===== config.mk =====
export PLATFORM = sky130hd
export DESIGN_NAME = ail_top
export DESIGN_NICKNAME = d
export VERILOG_FILES = /design/src/design/ail_pkg.sv /design/src/design/ail_req_if.sv /design/src/design/ail_edge.sv /design/src/design/ail_reqbank.sv /design/src/design/ail_top.sv
export SDC_FILE = /design/constraint.sdc
export NUM_CORES = 1
export LEC_CHECK = 0
export BUFFER_PORTS_ARGS = -buffer_cell sky130_fd_sc_hd__buf_4
export CAP_MARGIN = 25
export CORE_MARGIN = 2
export CORE_UTILIZATION = 44
export DETAILED_ROUTE_END_ITERATION = 6
export GPL_TIMING_DRIVEN = 1
export SLEW_MARGIN = 20
export SYNTH_ARGS = -nofsm -noshare
export SYNTH_HDL_FRONTEND = slang
export SYNTH_SLANG_ARGS = --single-unit

===== constraint.sdc =====
create_clock -name ref_clk -period 2.9 [get_ports ref_clk]
set_clock_uncertainty 0.1 [all_clocks]
set_input_delay 0.58 -clock ref_clk [delete_from_list [all_inputs] [get_ports ref_clk]]
set_output_delay 0.58 -clock ref_clk [all_outputs]
set_load 0.01 [all_outputs]

===== src/design/ail_pkg.sv =====
package ail_pkg;

    // register offsets, byte addresses on the processor port
    localparam logic [5:0] AIL_REALTIME_ALARM_STATUS    = 6'h00;
    localparam logic [5:0] AIL_LATCHED_ALARM_STATUS     = 6'h16;
    localparam logic [5:0] AIL_LOOPBACK_REQUEST_ALL     = 6'h25;
    localparam logic [5:0] AIL_LOOPBACK_REQUEST_DS3     = 6'h26;
    localparam logic [5:0] AIL_LOOPBACK_REQUEST_MORE    = 6'h27;
    localparam logic [5:0] AIL_FRAME_ERROR_REQUEST      = 6'h28;
    localparam logic [5:0] AIL_DS3_STATUS_REQUEST       = 6'h29;
    localparam logic [5:0] AIL_DS2_FRAME_LOSS_REQUEST   = 6'h2a;
    localparam logic [5:0] AIL_COUNTER_SATURATION_REQ   = 6'h2b;
    localparam logic [5:0] AIL_DATALINK_REQUEST         = 6'h2c;
    localparam logic [5:0] AIL_REQUEST_MASK_BASE        = 6'h2e;
    localparam logic [5:0] AIL_DATALINK_RX_FIFO_PORT    = 6'h38;
    localparam logic [5:0] AIL_DATALINK_RX_MSG_LENGTH   = 6'h39;
    localparam logic [5:0] AIL_DATALINK_RX_FIFO_DEPTH   = 6'h3a;
    localparam logic [5:0] AIL_EDGE_CONTROL             = 6'h3e;

    // request bank layout: banks 0..7 sit at 0x25..0x2c, masks at 0x2e..0x35
    localparam int         AIL_NUM_BANKS                = 8;
    localparam int         AIL_COND_BANKS               = 6;
    localparam int         AIL_DS3_BANK                 = 4;
    localparam int         AIL_DATALINK_BANK            = 7;
    localparam logic [2:0] AIL_BANK_TOP                 = 3'h7;

    // edge control fields
    localparam int         AIL_RISE_BIT                 = 0;
    localparam int         AIL_FALL_BIT                 = 1;
    localparam int         AIL_WIDE_BIT                 = 2;

    // reset values
    localparam logic [7:0] AIL_REQ_RESET                = 8'h00;
    localparam logic [7:0] AIL_MASK_RESET               = 8'h00;
    localparam logic [1:0] AIL_EDGE_RESET               = 2'h0;
    localparam logic [7:0] AIL_RDATA_RESET              = 8'h00;

    typedef logic [7:0] ail_byte_t;

endpackage


===== src/design/ail_req_if.sv =====
`timescale 1ns/10ps
interface ail_req_if (
    input wire logic ref_clk,
    input wire logic sys_rst
);
    logic [7:0] status;
    logic       rise_en;
    logic       fall_en;
    logic       entry_only;
    logic [7:0] set_vec;
    logic       rd_clr;
    logic [7:0] mask;
    logic [7:0] req;
    logic       pend;

    modport det  (input ref_clk, sys_rst, status, rise_en, fall_en, entry_only, output set_vec);
    modport bank (input ref_clk, sys_rst, set_vec, rd_clr, mask, output req, pend);
    modport ctl  (output status, rise_en, fall_en, entry_only, rd_clr, mask, input req, pend, set_vec);
endinterface


===== src/design/ail_edge.sv =====
`timescale 1ns/10ps
module ail_edge
    import ail_pkg::*;
(
    ail_req_if.det p
);
    logic [7:0] prev_r;
    logic       armed_r;
    logic [7:0] rise;
    logic [7:0] fall;

    // first sample after reset only seeds the history, so no false edge
    always_ff @(posedge p.ref_clk) begin
        if (p.sys_rst) begin
            prev_r  <= AIL_REQ_RESET;
            armed_r <= 1'b0;
        end else begin
            prev_r  <= p.status;
            armed_r <= 1'b1;
        end
    end

    assign rise = p.status & ~prev_r;
    assign fall = ~p.status & prev_r;

    always_comb begin
        if (!armed_r) begin
            p.set_vec = 8'h00;
        end else if (p.entry_only) begin
            p.set_vec = rise;
        end else begin
            p.set_vec = (p.rise_en ? rise : 8'h00)
                      | (p.fall_en ? fall : 8'h00);
        end
    end
endmodule


===== src/design/ail_reqbank.sv =====
`timescale 1ns/10ps
module ail_reqbank
    import ail_pkg::*;
(
    ail_req_if.bank p
);
    logic [7:0] req_r;

    // set wins over the clearing read, so a coinciding event survives
    always_ff @(posedge p.ref_clk) begin
        if (p.sys_rst) begin
            req_r <= AIL_REQ_RESET;
        end else begin
            req_r <= (req_r & ~{8{p.rd_clr}}) | p.set_vec;
        end
    end

    assign p.req  = req_r;
    assign p.pend = |(req_r & p.mask);
endmodule


===== src/design/ail_top.sv =====
`timescale 1ns/10ps
module ail_top
    import ail_pkg::*;
(
    input  wire logic             ref_clk,
    input  wire logic             sys_rst,
    input  wire logic [5:0]       cpu_addr,
    input  wire logic             cpu_rd,
    input  wire logic             cpu_wr,
    input  wire logic [7:0]       cpu_wdata,
    output logic      [7:0]       cpu_rdata,
    output logic                  int_req,
    input  wire logic [7:0]       alarm_rt,
    input  wire logic [5:0][7:0]  cond_rt,
    input  wire logic [7:0]       path_maint_link_rt,
    input  wire logic [7:0]       dl_fifo_data,
    input  wire logic [7:0]       dl_msg_length,
    input  wire logic [7:0]       dl_fifo_depth,
    output logic                  dl_fifo_pop,
    input  wire logic             compat_sel,
    output logic                  counter_wide
);

    ////////////////////////////////////////////////////////////////////////////
    // control registers

    logic [1:0]                   edge_ctl_r;
    logic [AIL_NUM_BANKS-1:0][7:0] mask_r;
    logic [7:0]                   latched_r;
    logic [7:0]                   rdata_r;
    logic [7:0]                   rdata_nxt;
    logic                         int_req_r;
    logic                         wide_r;
    logic [AIL_NUM_BANKS-1:0]     bank_hit;
    logic [AIL_NUM_BANKS-1:0]     mask_hit;
    logic [AIL_NUM_BANKS-1:0]     bank_pend;
    logic [AIL_NUM_BANKS-1:0][7:0] bank_req;
    logic [AIL_NUM_BANKS-1:0][7:0] bank_status;
    logic                         rd_latched;

    always_ff @(posedge ref_clk) begin
        if (sys_rst) begin
            edge_ctl_r <= AIL_EDGE_RESET;
        end else if (cpu_wr && cpu_addr == AIL_EDGE_CONTROL) begin
            edge_ctl_r <= cpu_wdata[1:0];
        end
    end

    always_ff @(posedge ref_clk) begin
        if (sys_rst) begin
            mask_r <= {AIL_NUM_BANKS{AIL_MASK_RESET}};
        end else begin
            for (int i = 0; i < AIL_NUM_BANKS; i++) begin
                if (cpu_wr && mask_hit[i]) begin
                    mask_r[i] <= cpu_wdata;
                end
            end
        end
    end

    // counter width follows the compatibility strap continuously
    always_ff @(posedge ref_clk) begin
        if (sys_rst) begin
            wide_r <= 1'b0;
        end else begin
            wide_r <= ~compat_sel;
        end
    end

    assign counter_wide = wide_r;

    ////////////////////////////////////////////////////////////////////////////
    // address decode

    always_comb begin
        for (int i = 0; i < AIL_NUM_BANKS; i++) begin
            bank_hit[i] = (cpu_addr == AIL_LOOPBACK_REQUEST_ALL + 6'(i));
            mask_hit[i] = (cpu_addr == AIL_REQUEST_MASK_BASE + 6'(i));
        end
    end

    assign rd_latched  = cpu_rd && (cpu_addr == AIL_LATCHED_ALARM_STATUS);
    assign dl_fifo_pop = cpu_rd && (cpu_addr == AIL_DATALINK_RX_FIFO_PORT);

    ////////////////////////////////////////////////////////////////////////////
    // status sources per bank

    // the ds3 bank watches the live alarm inputs, never the latched copy
    always_comb begin
        bank_status[0]                 = cond_rt[0];
        bank_status[1]                 = cond_rt[1];
        bank_status[2]                 = cond_rt[2];
        bank_status[3]                 = cond_rt[3];
        bank_status[AIL_DS3_BANK]      = alarm_rt;
        bank_status[5]                 = cond_rt[4];
        bank_status[6]                 = cond_rt[5];
        bank_status[AIL_DATALINK_BANK] = path_maint_link_rt;
    end

    ////////////////////////////////////////////////////////////////////////////
    // request banks

    for (genvar g = 0; g < AIL_NUM_BANKS; g++) begin : bank_g
        ail_req_if u_if (
            .ref_clk (ref_clk),
            .sys_rst (sys_rst)
        );

        assign u_if.status     = bank_status[g];
        assign u_if.rise_en    = edge_ctl_r[AIL_RISE_BIT];
        assign u_if.fall_en    = edge_ctl_r[AIL_FALL_BIT];
        assign u_if.entry_only = (g == AIL_DATALINK_BANK);
        assign u_if.rd_clr     = cpu_rd && bank_hit[g];
        assign u_if.mask       = mask_r[g];
        assign bank_req[g]     = u_if.req;
        assign bank_pend[g]    = u_if.pend;

        ail_edge u_edge (
            .p (u_if)
        );

        ail_reqbank u_bank (
            .p (u_if)
        );
    end

    ////////////////////////////////////////////////////////////////////////////
    // latched alarm copy, clear on read; set wins over the read

    always_ff @(posedge ref_clk) begin
        if (sys_rst) begin
            latched_r <= AIL_REQ_RESET;
        end else begin
            latched_r <= (latched_r & ~{8{rd_latched}}) | alarm_rt;
        end
    end

    ////////////////////////////////////////////////////////////////////////////
    // interrupt output

    // registered so the lead never glitches while banks update
    always_ff @(posedge ref_clk) begin
        if (sys_rst) begin
            int_req_r <= 1'b0;
        end else begin
            int_req_r <= |bank_pend;
        end
    end

    assign int_req = int_req_r;

    ////////////////////////////////////////////////////////////////////////////
    // read data

    always_comb begin
        rdata_nxt = 8'h00;
        if (cpu_addr == AIL_REALTIME_ALARM_STATUS) begin
            rdata_nxt = alarm_rt;
        end else if (cpu_addr == AIL_LATCHED_ALARM_STATUS) begin
            rdata_nxt = latched_r;
        end else if (cpu_addr == AIL_DATALINK_RX_FIFO_PORT) begin
            rdata_nxt = dl_fifo_data;
        end else if (cpu_addr == AIL_DATALINK_RX_MSG_LENGTH) begin
            rdata_nxt = dl_msg_length;
        end else if (cpu_addr == AIL_DATALINK_RX_FIFO_DEPTH) begin
            rdata_nxt = dl_fifo_depth;
        end else if (cpu_addr == AIL_EDGE_CONTROL) begin
            rdata_nxt = {5'h00, wide_r, edge_ctl_r};
        end else begin
            for (int i = 0; i < AIL_NUM_BANKS; i++) begin
                if (bank_hit[i]) begin
                    rdata_nxt = bank_req[i];
                end
                if (mask_hit[i]) begin
                    rdata_nxt = mask_r[i];
                end
            end
        end
    end

    // data is captured on the same edge that clears, so the read sees the old bits
    always_ff @(posedge ref_clk) begin
        if (sys_rst) begin
            rdata_r <= AIL_RDATA_RESET;
        end else if (cpu_rd) begin
            rdata_r <= rdata_nxt;
        end
    end

    assign cpu_rdata = rdata_r;

    ////////////////////////////////////////////////////////////////////////////
    // check helpers

    // private status history, so a stuck history inside a bank cannot hide behind itself
    logic [AIL_NUM_BANKS-1:0][7:0] chk_prev_r;
    logic                          chk_armed_r;
    logic [AIL_NUM_BANKS-1:0][7:0] chk_rise;
    logic [AIL_NUM_BANKS-1:0][7:0] chk_fall;

    always_ff @(posedge ref_clk) begin
        if (sys_rst) begin
            chk_prev_r  <= {AIL_NUM_BANKS{AIL_REQ_RESET}};
            chk_armed_r <= 1'b0;
        end else begin
            chk_prev_r  <= bank_status;
            chk_armed_r <= 1'b1;
        end
    end

    always_comb begin
        for (int i = 0; i < AIL_NUM_BANKS; i++) begin
            chk_rise[i] = bank_status[i] & ~chk_prev_r[i];
            chk_fall[i] = ~bank_status[i] & chk_prev_r[i];
        end
    end

    for (genvar g = 0; g < AIL_NUM_BANKS; g++) begin : chk_g

        if (g == AIL_DATALINK_BANK) begin : dl_g

        end else begin : cond_g

        end
    end
endmodule


* After elaboration in Yosys (flattened, before gate mapping) *
Cells that the tools add are included.

word-level totals
  register bits after elaboration = 213
  input bits = 107
  output and inout bits = 11
  word-level logic and storage cells = 190

operators by class
  eq/ne operators = 21
  mux-type cells = 45
  bitwise operators = 73
  reductions and logical operators = 21

operators with widths
  kind                                            number
  2-to-1 mux 8 bit                                44
  AND 8 bit                                       32
  NOT 8 bit                                       24
  OR 8 bit                                        16
  == test 6 bit (second input constant)           20
  OR reduction 64 bit                             1
  logical AND 1 bit                               19
  == test 6 x 5 -> 1 bit (second input constant)  1
  logical NOT 6 bit                               1
  2-to-1 mux 1 bit                                1
  NOT 1 bit                                       1

* Depth between registers and ports, before layout *
Gate-level depths: netlist of the first run.

  depth in word-level cells = 23
  gate-level depth with buffers = 9
  gate-level depth less buffers = 6

* Hierarchy *
A second synthesis of the first run with hierarchy kept.

unflattened totals
  cells, all modules = 1302
  area total of the unflattened synthesis = 11727.5 um2

modules (own cells, without submodules)
  module       times used  cells an instance  area each (um2)
  ail_top      1           630                5091.1
  ail_edge     8           46                 489.2
  ail_reqbank  8           38                 340.3

* Worst setup path before layout of the first run *
Ideal clock, no wire load.

  path type = input to register
  start = in cpu_addr[5]
  end = reg rdata_r[4], in the netlist cpu_rdata[4]
  setup time = 0.130 ns
  arrival time = 1.819 ns
  setup slack = 0.851 ns
  stages = 8
  buffers on the path = 2
  path through = buf_6 -> and4bb_2 -> buf_2 -> and3_1 -> a31oi_1 -> a31oi_1 -> a2111oi_2 -> o22ai_1

between the ends
  longest elaborated chain between the ends = 23
  elaborated cells on any way between the ends = 44
  classes of those cells = eq/ne: 21; mux: 22; reduce/logical: 1

RTL lines
  item                  RTL line        source
  from (decl)           ail_top.sv:7    input wire logic [5:0] cpu_addr,
  == test 6 bit         ail_top.sv:77   bank_hit[i] = (cpu_addr == AIL_LOOPBACK_REQUEST_ALL + 6'(i));
  2-to-1 mux 8 bit      ail_top.sv:171  if (bank_hit[i]) begin
  2-to-1 mux 8 bit      ail_top.sv:174  if (mask_hit[i]) begin
  2-to-1 mux 8 bit      ail_top.sv:171
  2-to-1 mux 8 bit      ail_top.sv:174
  2-to-1 mux 8 bit      ail_top.sv:171
  2-to-1 mux 8 bit      ail_top.sv:174
  2-to-1 mux 8 bit      ail_top.sv:171
  [... 7 more ...]      --
  2-to-1 mux 8 bit      ail_top.sv:171
  2-to-1 mux 8 bit      ail_top.sv:174
  2-to-1 mux 8 bit      ail_top.sv:167  end else if (cpu_addr == AIL_EDGE_CONTROL) begin
  2-to-1 mux 8 bit      ail_top.sv:165  end else if (cpu_addr == AIL_DATALINK_RX_FIFO_DEPTH) begin
  2-to-1 mux 8 bit      ail_top.sv:163  end else if (cpu_addr == AIL_DATALINK_RX_MSG_LENGTH) begin
  2-to-1 mux 8 bit      ail_top.sv:161  end else if (cpu_addr == AIL_DATALINK_RX_FIFO_PORT) begin
  2-to-1 mux 8 bit      ail_top.sv:159  end else if (cpu_addr == AIL_LATCHED_ALARM_STATUS) begin
  2-to-1 mux 8 bit *    ail_top.sv:157  if (cpu_addr == AIL_REALTIME_ALARM_STATUS) begin
  to (signal assigned)  ail_top.sv:186  rdata_r <= rdata_nxt;
  to (decl)             ail_top.sv:30   logic [7:0] rdata_r;

Mark *: on every way between the ends. The rest lies on a longest branch, timed or not.
A chain may end at the register's enable or synchronous reset.

* Worst setup path after layout of the first run *
  start = in cpu_addr[2]
  end = reg rdata_r[7], in the netlist cpu_rdata[7]

Same word-level chain as after synthesis.

==> impl_summary.md, run 1 <==
Outcome
The run finished with clean final reports.

Place
The number of port buffers is 117. The final weighted congestion in routability-driven placement is 1.013. The worst setup slack after placement is 284.1 ps. Once detailed placement completed, the half-perimeter wirelength came to about 30 mm. Summing all placed instances gives a cell area of 11150 sq um.

Power
The switching component of the power is approximately 1.6 mW. Net switching is 23.99% of the power. The sequential share of power is between 40% and 50%.

The combinational share of power is 7.9%. The worst voltage drop across the vdd grid is 0.4340 mV. The internal portion of the total power is roughly 5 mW.

In this run the power density over the cells is 549.5 nW/um^2. The clock power share is a little under half. The static leakage power is 4.220 nW.

CTS
The number of buffers added for setup after CTS is 0. After clock tree synthesis, the clock-pin slew on the worst setup and hold paths is 60 ps. The number of gates resized after cts is 0. The root buffer cell is clkbuf_16.

Clock latency on the worst-skew pair, taken at its later pin, is roughly 530 ps. The number of buffers inserted during clock tree synthesis is 23. The maximum level of the CTS H-tree is 1. Counting along the longest clock path gives a buffer depth of 3. The count of hold buffers inserted by post-cts repair is 0. TritonCTS built the clock tree. The clock net in this run drives a total of about 210 sinks.

Final layout
The top cell types in the final layout, fill and taps aside, are dfxtp_1 (210), nand2_1 (165), buf_4 (145), nor2_1 (103), a21oi_1 (99). The share of post-route cells with drive strength above 1 is between 15 and 20%. The leading cell type in the layout, fill and taps excluded is dfxtp_1.

The area added between synthesis and finish is 18.21%. The number of inserted filler cells in the final layout is ~2200. The repair_antennas step left the layout with diodes totalling 0. In the final design database the tool counted 1421 nets. The post-route standard cell area excluding fillers is between 10000 and 15000 sq um.

Drt
The detailed router placed 10066 vias in this run. The number of DRC markers after the initial detailed-route iteration is roughly 1100. In the final routed layout, each cell accounts on average for approximately 25 um. Using the TritonRoute via totals, the vias-per-cell ratio works out to between 6 and 7.

After detailed routing, the number of remaining DRC violations is 0. After detailed routing, the total wire length is ~40 mm. The pre-antenna-repair detailed-routing pass consisted of 6 iterations. The detail route stage leaves a number of antenna-violating nets equal to 0.

Setup path
The kind of start point of the critical path is a primary input. At the worst endpoint, the arrival time is 2520 ps. Along the worst path, the maximum fanout reaches 18.

The data required time of the worst path is approximately 3200 ps. The category of the critical setup timing path is primary input to register. The element type at the critical path end is a register.

Timing
The final critical-path required period is 2210 ps. The worst setup margin is just under 700 ps. The transition at the pin with the smallest max-transition slack is 742.3 ps. The setup TNS is 0 ps.

The worst slew margin relative to its limit is 50.51%. The final count of negative-setup-slack endpoints is 0. In the finished design, the share of the clock period the worst path needs comes to 76.21%.

Setup repair after global routing left no endpoint under its margin. The achievable frequency is between 0.4 and 0.5 GHz. The hold violation count in the final report is 0. The count of pins over their slew limit is 0.

Yosys
The mapped netlist covers 10080 sq um. Synthesis produced a netlist with a net count of approximately 1300. The number of enable flip-flop cells after synthesis is 0. The predominant post-synthesis flop cell is dfxtp_1. The sequential fraction of the synthesis area is 42.30%. The average instance in the mapped netlist occupies about 8.2 sq um. The fraction of registers with async set/reset is 0%. The distinct cell type count of the synthesized netlist is 73. The flip-flop and latch count after synthesis is around 210. Yosys printed 0 warnings. Counting every instance in the synthesized netlist gives about 1200.

Run
The tool flagged a number of max-cap violations equal to 0.

Worst hold path
The class of the tightest hold or removal check is primary input to register.

Floorplanning
around 120 I/O pins were placed. The floorplan has 55 rows. The die height is between 150 and 200 um. The standard cell core area is approximately 23000 sq um. The chip width is approximately 160 um. The die outline area is between 20000 and 25000 sq um. The initial standard-cell utilization of the core is between 40% and 50%.

GRT
The combined global-route utilization of all metal layers is 32.04%. The wire length of the first global-routing pass is approximately 59 mm. The largest net degree at the start of global routing is 65.

The total overflow left after global routing is 0. The number of antenna violations at the first check in global routing came to 0. The via count of the first global-routing pass is a little over 9000.
[kinds of logic after synthesis]
kind of cell | share of synthesized area (%)
flops | 42.30
simple gates | 27.73
mux | 0.7323
buf+inv | 4.754
compound gates | 24.49
[final cells by class]
type                       count  area (sq um)  area share, %
clock inverter                 4         65.06         0.5460
clock buffer                  36         704.4          5.911
tap                          285         356.6          2.992
inverter                      12         45.04         0.3780
multi-input combinational    916          5338          44.79
timing repair buffer         148          1140          9.565
sequential                   213          4268          35.81
[registers in the layout (all words and copies together), names as in the netlist]
signal	count
int_req	1
bank_g.u_bank.p.req	64
bank_g.u_edge.armed_r	1
edge_ctl_r	2
bank_g.u_edge.prev_r	64
cpu_rdata	8
latched_r	8
bank_g.u_if.mask	64
counter_wide	1
[layer usage]
metal | up-vias | track usage [%] | routed length (um)
li1 | 4656 | - | -
met1 | 4804 | 42.87 | 16870
met2 | 504 | 51.31 | 17880
met3 | 102 | 5.877 | 3336
met4 | 0 | 12.80 | 1824
met5 | - | 0 | 0
[synthesized netlist by cell type, types with 14 or more instances]
cell / count / share of area [%]
nand2_1: 165 / 6.1
clkbuf_1: 56 / 2.1
dfxtp_1: 213 / 42
nand3b_1: 59 / 4.4
nand3_1: 74 / 3.7
a21oi_1: 99 / 4.9
a22oi_1: 84 / 6.3
o22ai_1: 14 / 0.87
buf_2: 17 / 0.84
a221oi_1: 17 / 1.5
nor2b_1: 68 / 4.2
nor2_1: 103 / 3.8
o21ai_0: 73 / 3.6
[stage by stage]
stage	util (%)	instances	total power, mW	hold slack [ps]
after detailed placement	49.38	1574	3.625	356.3
final	52.79	1614	6.548	109.5
after global routing	52.79	1614	6.739	113.5
after floorplan	-	1231	3.371	326.1
after CTS	52.79	1614	6.577	101.4
after global placement	49.38	1574	3.620	361.6
[worst max-delay path, stage by stage]
cell      delay [ps]
buf_4            180
and4bb_1         580
nand2_1          190
buf_4            200
o21ai_0          310
nor2_1            80
a21oi_1          290
a21oi_1          110
[power groups by stage]
stage / Clock [mW] / Combinational (mW) / Sequential [mW]
after floorplan: 0 / 0.272 / 3.10
after global placement: 0 / 0.501 / 3.12
after detailed placement: 0 / 0.505 / 3.12
after CTS: 3.01 / 0.508 / 3.06
after global routing: 3.13 / 0.549 / 3.06
final: 2.97 / 0.516 / 3.06
[final timing paths]
kind                                   from  slack (ps)  depth (start not counted)            to
setup / recovery                cpu_addr[2]         690                          8  cpu_rdata[7]
setup reg to reg  bank_g[5].u_bank.p.req[5]         990                          6  cpu_rdata[5]
hold / removal                   compat_sel         110                          2  counter_wide
hold reg to reg                latched_r[5]         370                          1  latched_r[5]
Power figures use the tool's default switching activity.
==> inputs of run 2 (changes only) <==
==> constraint.sdc (replaced) <==
create_clock -name ref_clk -period 2.2 [get_ports ref_clk]
set_clock_uncertainty 0.1 [all_clocks]
set_input_delay 0.44 -clock ref_clk [delete_from_list [all_inputs] [get_ports ref_clk]]
set_output_delay 0.44 -clock ref_clk [all_outputs]
set_load 0.01 [all_outputs]
==> run 2 against run 1 <==
Effect of this change: critical path depth rose by 1; register-to-register slack got worse by 750 ps; critical endpoint is now cpu_rdata[2]; final cell count rose by 5.3%; final area rose by 5.5%; largest cell class unchanged; sequential power rose by 32%; hold slack got worse by 94 ps; utilization rose by 2.9 points; combinational power rose by 42%; global-route usage rose by 1.8 points.
==> impl_summary.md, run 2 (synthesis gave the netlist of run 1 again) <==
Timing
The hold violation count in the final report is 0 (unchanged). The smallest clock period supported by the final layout is computed as roughly 2000 ps. The count of pins over their slew limit was 0 (unchanged). The transition at the pin with the smallest max-transition slack is 750.7 ps (+8.399 ps).

Setup repair after global routing left no endpoint under its margin. The worst setup margin is 186.0 ps (-503.9 ps). The final count of negative-setup-slack endpoints came to 0 (unchanged). The worst slack on hold paths is 15.43 ps (-94.05 ps). The worst slew margin relative to its limit is 49.95% (-0.56 points). The achievable frequency is approximately 0.50 GHz. The share of the cycle needed by the critical path after routing is around nine tenths.

Setup path
The end of the worst register-to-register path is cpu_rdata[2]. The flop-to-flop setup slack is 240 ps (-750 ps). The critical path goes through buf_4, nand2b_1, buf_4, nor4_1, buf_4, a21oi_1, nand3_1, a21oi_1, o21ai_1. The worst setup path is captured at a register. The kind of start point of the critical path is a primary input. The maximum fanout along the worst path came to 10 (-8). The data required time of the worst path is 2560 ps (-650 ps). Among all stages on the critical path, the largest delay is contributed by nor4_1. The maximum cell stage delay along the critical path is 570 ps (about the same).

The most numerous cell type found on the critical path is buf_4. The depth of the worst register-to-register path is 8 (+2). The number of buffer and inverter instances along the worst setup path is 3 (+1). Broken down by cell family, the worst path's largest delay share belongs to simple AND/OR/NAND/NOR gates. The data arrival time of the critical path is 2370 ps (-150 ps). The launching point of the worst reg2reg path is bank_g[1].u_bank.p.req[2].

The critical path in this run is classified as primary input to register.

GRT
The via count of the first global-routing pass was 9579 (+4.3%). The largest net degree at the start of global routing is 156 (+140%). The wire length of the first global-routing pass is 61.44 mm (+4.9%). The number of antenna violations at the first check in global routing is 0 (unchanged). The combined global-route utilization of all metal layers is 33.85% (+1.8 points). The leftover overflow at the end of global routing is 0 (unchanged).

Place
The number of cells after detailed placement is 1659 (+5.4%). The half-perimeter wire length after placement came to 32.54 mm (+9.3%). The worst setup slack after placement is -244.6 ps (-528.7 ps).

The final weighted congestion in routability-driven placement was 1.062 (+4.9%). The number of port buffers is 117 (unchanged).

CTS
The number of gates resized after cts is 0 (unchanged). The CTS clock-pin slew for the worst setup and hold paths is 60 ps (about the same). The CTS sink count is 213 (unchanged). The number of buffers inserted during clock tree synthesis came to 23 (unchanged). The TritonCTS clock tree is yes. The number of buffers on the longest clock path is 3 (unchanged). The maximum level of the CTS H-tree came to 1 (unchanged).

The number of buffers added for setup after CTS was 0 (unchanged). The root buffer cell is clkbuf_16. The clock latency on the worst-skew pair came to 530 ps (about the same).

Run
The number of violations of the max-capacitance limit is 0 (unchanged).

Drt
The length of the first detailed-routing pass in iterations is 5 (-1). The detailed-route wire length was 41.77 mm (+4.6%). The per-cell via count in the routed design was 6.075 (-2.6%). The DRC violation count after routing is 0 (unchanged). The wire length per cell after detailed routing came to 24.57 um (-0.64%).

The remaining antenna violation count after routing is 0 (unchanged). The total number of vias is 10328 (+2.6%). The number of DRC markers after the initial detailed-route iteration is 1007 (-8.4%).

Final layout
The area occupied by registers is 4268 sq um (unchanged). The antenna diode count came to 0 (unchanged). The share of post-route cells with drive strength above 1 is 21.48% (+4.7 points). The area used by multi-input combinational logic came to 5338 sq um (unchanged). The number of inserted filler cells in the final layout is 2175 (-1.3%).

Leaving out fill and tap cells, the most frequent cells in the layout are buf_4 (225), dfxtp_1 (210), nand2_1 (165), nor2_1 (103), a21oi_1 (99). The layout net count is 1507 (+6.1%). The area added between synthesis and finish is 24.67%.

The final standard cell count with taps included and fillers excluded came to 1700 (+5.3%). The library cell used most frequently in the layout, excluding fill and tap cells, is buf_4. The post-route core utilization is 55.68% (+2.9 points).

Floorplanning
The chip width is 155.4 um (unchanged). The standard cell core area was 22570 sq um (unchanged). The count of pins on the block boundary is 118 (unchanged). The die outline area came to 24140 sq um (unchanged). The initial standard-cell utilization of the core was 44.66% (unchanged). The row count came to 55 (unchanged). The die height is 155.4 um (unchanged).

Worst hold path
The number of cells on the worst hold path is 2 (unchanged). The worst hold path belongs to the class primary input to register. The start point of the worst hold path is sys_rst. The worst hold path terminates at counter_wide.

Power
The static leakage power is 4.638 nW (+9.9%). The power density over cell area is 671.0 nW/um^2 (+22%). The worst voltage drop across the vdd grid is 0.5320 mV (+23%).

Outcome
The flow ran to the end, and the final reports show no timing, DRC or antenna violations.
## run 2: changes by cell type in the layout (fill, tap and decap cells not counted)
cell / delta
clkinvlp_4: -1
clkbuf_1: +4
bufinv_16: -1
dlygate4sd3_1: +1
buf_4: +80
clkbuf_8: -3
clkinv_2: +1
buf_12: +5
## run 2: worst reg2reg max path, stage by stage (launching register included)
cell and delay, ps:
dfxtp_1 370, buf_4 180, mux2i_1 80, nor4_1 490, buf_4 240, a21oi_1 50, nand3_1 130, a21oi_1 110
o21ai_1 130
## run 2: area by class of cell
cell class	instances	area share, %
multi-input combinational	916	42.47
sequential	213	33.96
clock buffer	37	5.396
inverter	12	0.3584
tap	285	2.837
clock inverter	3	0.2588
timing repair buffer	234	14.72
## run 2: worst max path at each step
stage / startpoint / end / cells past startpoint
finish: cpu_addr[0] / cpu_rdata[2] / 9
global route: cpu_addr[3] / cpu_rdata[5] / 8
CTS: cpu_addr[0] / cpu_rdata[2] / 9
detailed placement: cpu_addr[0] / cpu_rdata[2] / 9
global placement: cpu_addr[0] / cpu_rdata[2] / 9
floorplan: cpu_addr[5] / cpu_rdata[4] / 8
## run 2: through the flow
stage               TNS, ps  instance area [sq um]  total power [mW]
finish                    0                  12570             8.434
global route              0                  12570             8.700
CTS                       0                  12570             8.481
detailed placement    -4300                  11850             4.834
global placement      -3818                  11850             4.828
floorplan                 0                  10080             4.444
## run 2: what timing repair did
action / CTS / global route
endpoints found under the hold margin: 1 / 0
hold buffers: 1 / 0
endpoints found under the setup margin: 0 / 0
## run 2: metal layers
layer  share of wire [%]  wire (um)  vias to the layer above  track usage [%]
li1                    -          -                     4828                -
met1                  42      17700                     4944            44.17
met2                  46      19420                      448            56.32
met3                 6.1       2537                      108            4.150
met4                 5.1       2115                        0            15.07
met5                   0          0                        -                0
## run 2: report_power, final
part	leakage (nW)	switching (mW)	internal, mW	total, mW
logic	2.55	0.403	0.331	0.735
clock network	0.344	1.55	2.11	3.67
registers	1.74	0.0722	3.96	4.03
==> inputs of run 3 (changes only) <==
--- a/config.mk
+++ b/config.mk
@@ -11,6 +11,7 @@
 export CORE_UTILIZATION = 44
 export DETAILED_ROUTE_END_ITERATION = 6
 export GPL_TIMING_DRIVEN = 1
+export REMOVE_ABC_BUFFERS = 1
 export SLEW_MARGIN = 20
 export SYNTH_ARGS = -nofsm -noshare
 export SYNTH_HDL_FRONTEND = slang
==> run 3 against run 2 <==
Effect of this change: critical path depth fell by 2; routed wire length fell by 6.3%; sequential share of layout area fell by 0.33 points; critical endpoint is now dl_fifo_pop; highest routed layer unchanged.
==> impl_summary.md, run 3 (synthesis gave the netlist of run 1 again) <==
Drt
The wire length per cell after detailed routing is 22.96 um (-6.6%). The length of the first detailed-routing pass in iterations was 6 (+1). The DRC violation count after routing is 0 (unchanged). The total number of vias is 10162 (-1.6%). The per-cell via count in the routed design is 5.960 (-1.9%).

The number of DRC markers after the initial detailed-route iteration was 1022 (+1.5%). The detailed-route wire length was 39.14 mm (-6.3%). The remaining antenna violation count after routing is 0 (unchanged).

Timing
The final count of negative-setup-slack endpoints came to 0 (unchanged). The hold violation count in the final report is 0 (unchanged). The worst slew margin relative to its limit came to 60.07% (+10 points). The final critical-path required period is 2054 ps (+40.29 ps). The count of pins over their slew limit is 0 (unchanged). The share of the cycle needed by the critical path after routing is 93.38% (+1.8 points). The worst slack on hold paths is 33.67 ps (+18.24 ps). The achievable frequency is 0.4868 GHz (-2.0%).

The transition at the pin with the smallest max-transition slack was 593.5 ps (-157.2 ps). Setup repair after global routing left no endpoint under its margin.

Setup path
The critical path in this run is classified as primary input to output pin. The data required time of the worst path is 1660 ps (-900 ps). The kind of start point of the critical path is a primary input. The data arrival time of the critical path is 1510 ps (-860 ps). The maximum fanout along the worst path is 8 (-2). STA classifies the critical path endpoint as an output pin.

Floorplanning
The chip width came to 155.4 um (unchanged). The die height is 155.4 um (unchanged). The die outline area came to 24140 sq um (unchanged). The row count is 55 (unchanged). The initial standard-cell utilization of the core is 44.66% (unchanged).

The standard cell core area is 22570 sq um (unchanged). The count of pins on the block boundary came to 118 (unchanged).

Final layout
Leaving out fill and tap cells, the most frequent cell in the layout is buf_4. The post-route standard cell area excluding fillers was 12690 sq um (+0.99%). In the layout the commonest cells are buf_4 (226), dfxtp_1 (210), nand2_1 (165), nor2_1 (103), a21oi_1 (99). The number of inserted filler cells in the final layout was 2127 (-2.2%).

The final standard cell count with taps included and fillers excluded is 1705 (+0.29%). From synthesis to final layout, the design area changed by 25.90%. The area used by multi-input combinational logic is 5338 sq um (unchanged). The area occupied by registers was 4268 sq um (unchanged).

The layout net count is 1510 (+0.20%). The share of post-route cells with drive strength above 1 came to 22.11% (+0.63 points). The antenna diode count is 0 (unchanged).

Power
The total power is 8.824 mW (+4.6%). The worst voltage drop across the vdd grid is 0.5816 mV (+9.3%). The static leakage power is 4.697 nW (+1.3%).

The power density over cell area is 695.2 nW/um^2 (+3.6%).

Place
The final weighted congestion in routability-driven placement is 1.007 (-5.2%). The number of cells after detailed placement is 1662 (+0.18%). The half-perimeter wire length after placement came to 29.75 mm (-8.6%). The number of port buffers came to 117 (unchanged).

The area after detailed placement came to 11900 sq um (+0.40%).

GRT
The met3 track demand over resource in global routing was 5.822% (+1.7 points). The met2 usage in global routing came to 49.03% (-7.3 points). The wire length of the first global-routing pass is 58.10 mm (-5.4%).

The combined global-route utilization of all metal layers was 31.75% (-2.1 points). The via count of the first global-routing pass was 9347 (-2.4%). The most used routing layer in global routing is met2. The leftover overflow at the end of global routing is 0 (unchanged). The largest net degree at the start of global routing is 83 (-47%). The met1 layer usage reported by global route is 43.54% (-0.63 points). The number of antenna violations at the first check in global routing is 0 (unchanged).

CTS
The clock latency on the worst-skew pair was 540 ps (about the same). The CTS sink count is 213 (unchanged). The number of gates resized after cts is 0 (unchanged). The root buffer cell is clkbuf_16. TritonCTS built the clock tree. The number of buffers on the longest clock path was 3 (unchanged).

The maximum level of the CTS H-tree came to 1 (unchanged). The CTS clock-pin slew for the worst setup and hold paths is 60 ps (about the same). The number of buffers inserted during clock tree synthesis was 23 (unchanged). The number of buffers added for setup after CTS is 0 (unchanged).

Run
The number of violations of the max-capacitance limit is 0 (unchanged).

Outcome
The flow ran to the end, and the final reports show no timing, DRC or antenna violations.

Worst hold path
The path class of the tightest hold or removal check is primary input to register.
==> run 3: cell types whose count changed in the layout (fill, tap and decap cells not counted), sizes merged <==
cell,change
clkbuf,-3
bufinv,+2
inv,+1
buf,+3
clkinv,+2
==> run 3: worst paths after layout <==
| path | start | end | slack (ps) | cells after the start |
|---|---|---|---|---|
| max | cpu_addr[0] | dl_fifo_pop | 150 | 7 |
| min | cond_rt[20] | bank_g[2].u_edge.prev_r[4] | 30 | 2 |
| max reg2reg | bank_g[0].u_if.mask[2] | cpu_rdata[2] | 260 | 8 |
| min reg2reg | bank_g[1].u_if.mask[3] | bank_g[1].u_if.mask[3] | 380 | 2 |
==> run 3: cell type report <==
cell class	count	share of cell area, %
multi-input cells	916	42.05
inverters	12	0.3549
clock inverters	8	0.7886
flip-flops and latches	213	33.63
well taps	285	2.810
repair buffers	237	14.95
clock buffers	34	5.412
==> run 3: worst max-delay path: stages <==
cell	delay, ps
buf_4	140
buf_4	130
nor2_1	170
buf_4	210
buf_4	120
and3_1	170
buf_4	130
==> run 3: through the flow <==
step,utilization [%],setup TNS (ps),setup slack (ps)
floorplan,-,0,58.29
global placement,52.70,-1242,-168.9
detailed placement,52.70,-1172,-147.0
CTS,56.23,0,166.6
global route,56.23,0,84.34
finish,56.23,0,145.7
==> run 3: layer usage <==
layer  wire length (um)  vias to the layer above
met3               3190                       92
met5                  0                        -
met1              17010                     4764
met2              17160                      475
li1                   -                     4831
met4               1781                        0
==> run 3: timing repair <==
item | 4_1_cts | 5_1_grt
endpoints found under the setup margin | 0 | 0
hold endpoints to repair | 1 | 0
hold buffers | 1 | 0
==> run 3: report_power, final <==
group,switching (mW),total (mW),internal [mW]
combinational,0.418,0.767,0.349
sequential,0.0685,4.03,3.96
clock,1.63,4.03,2.40
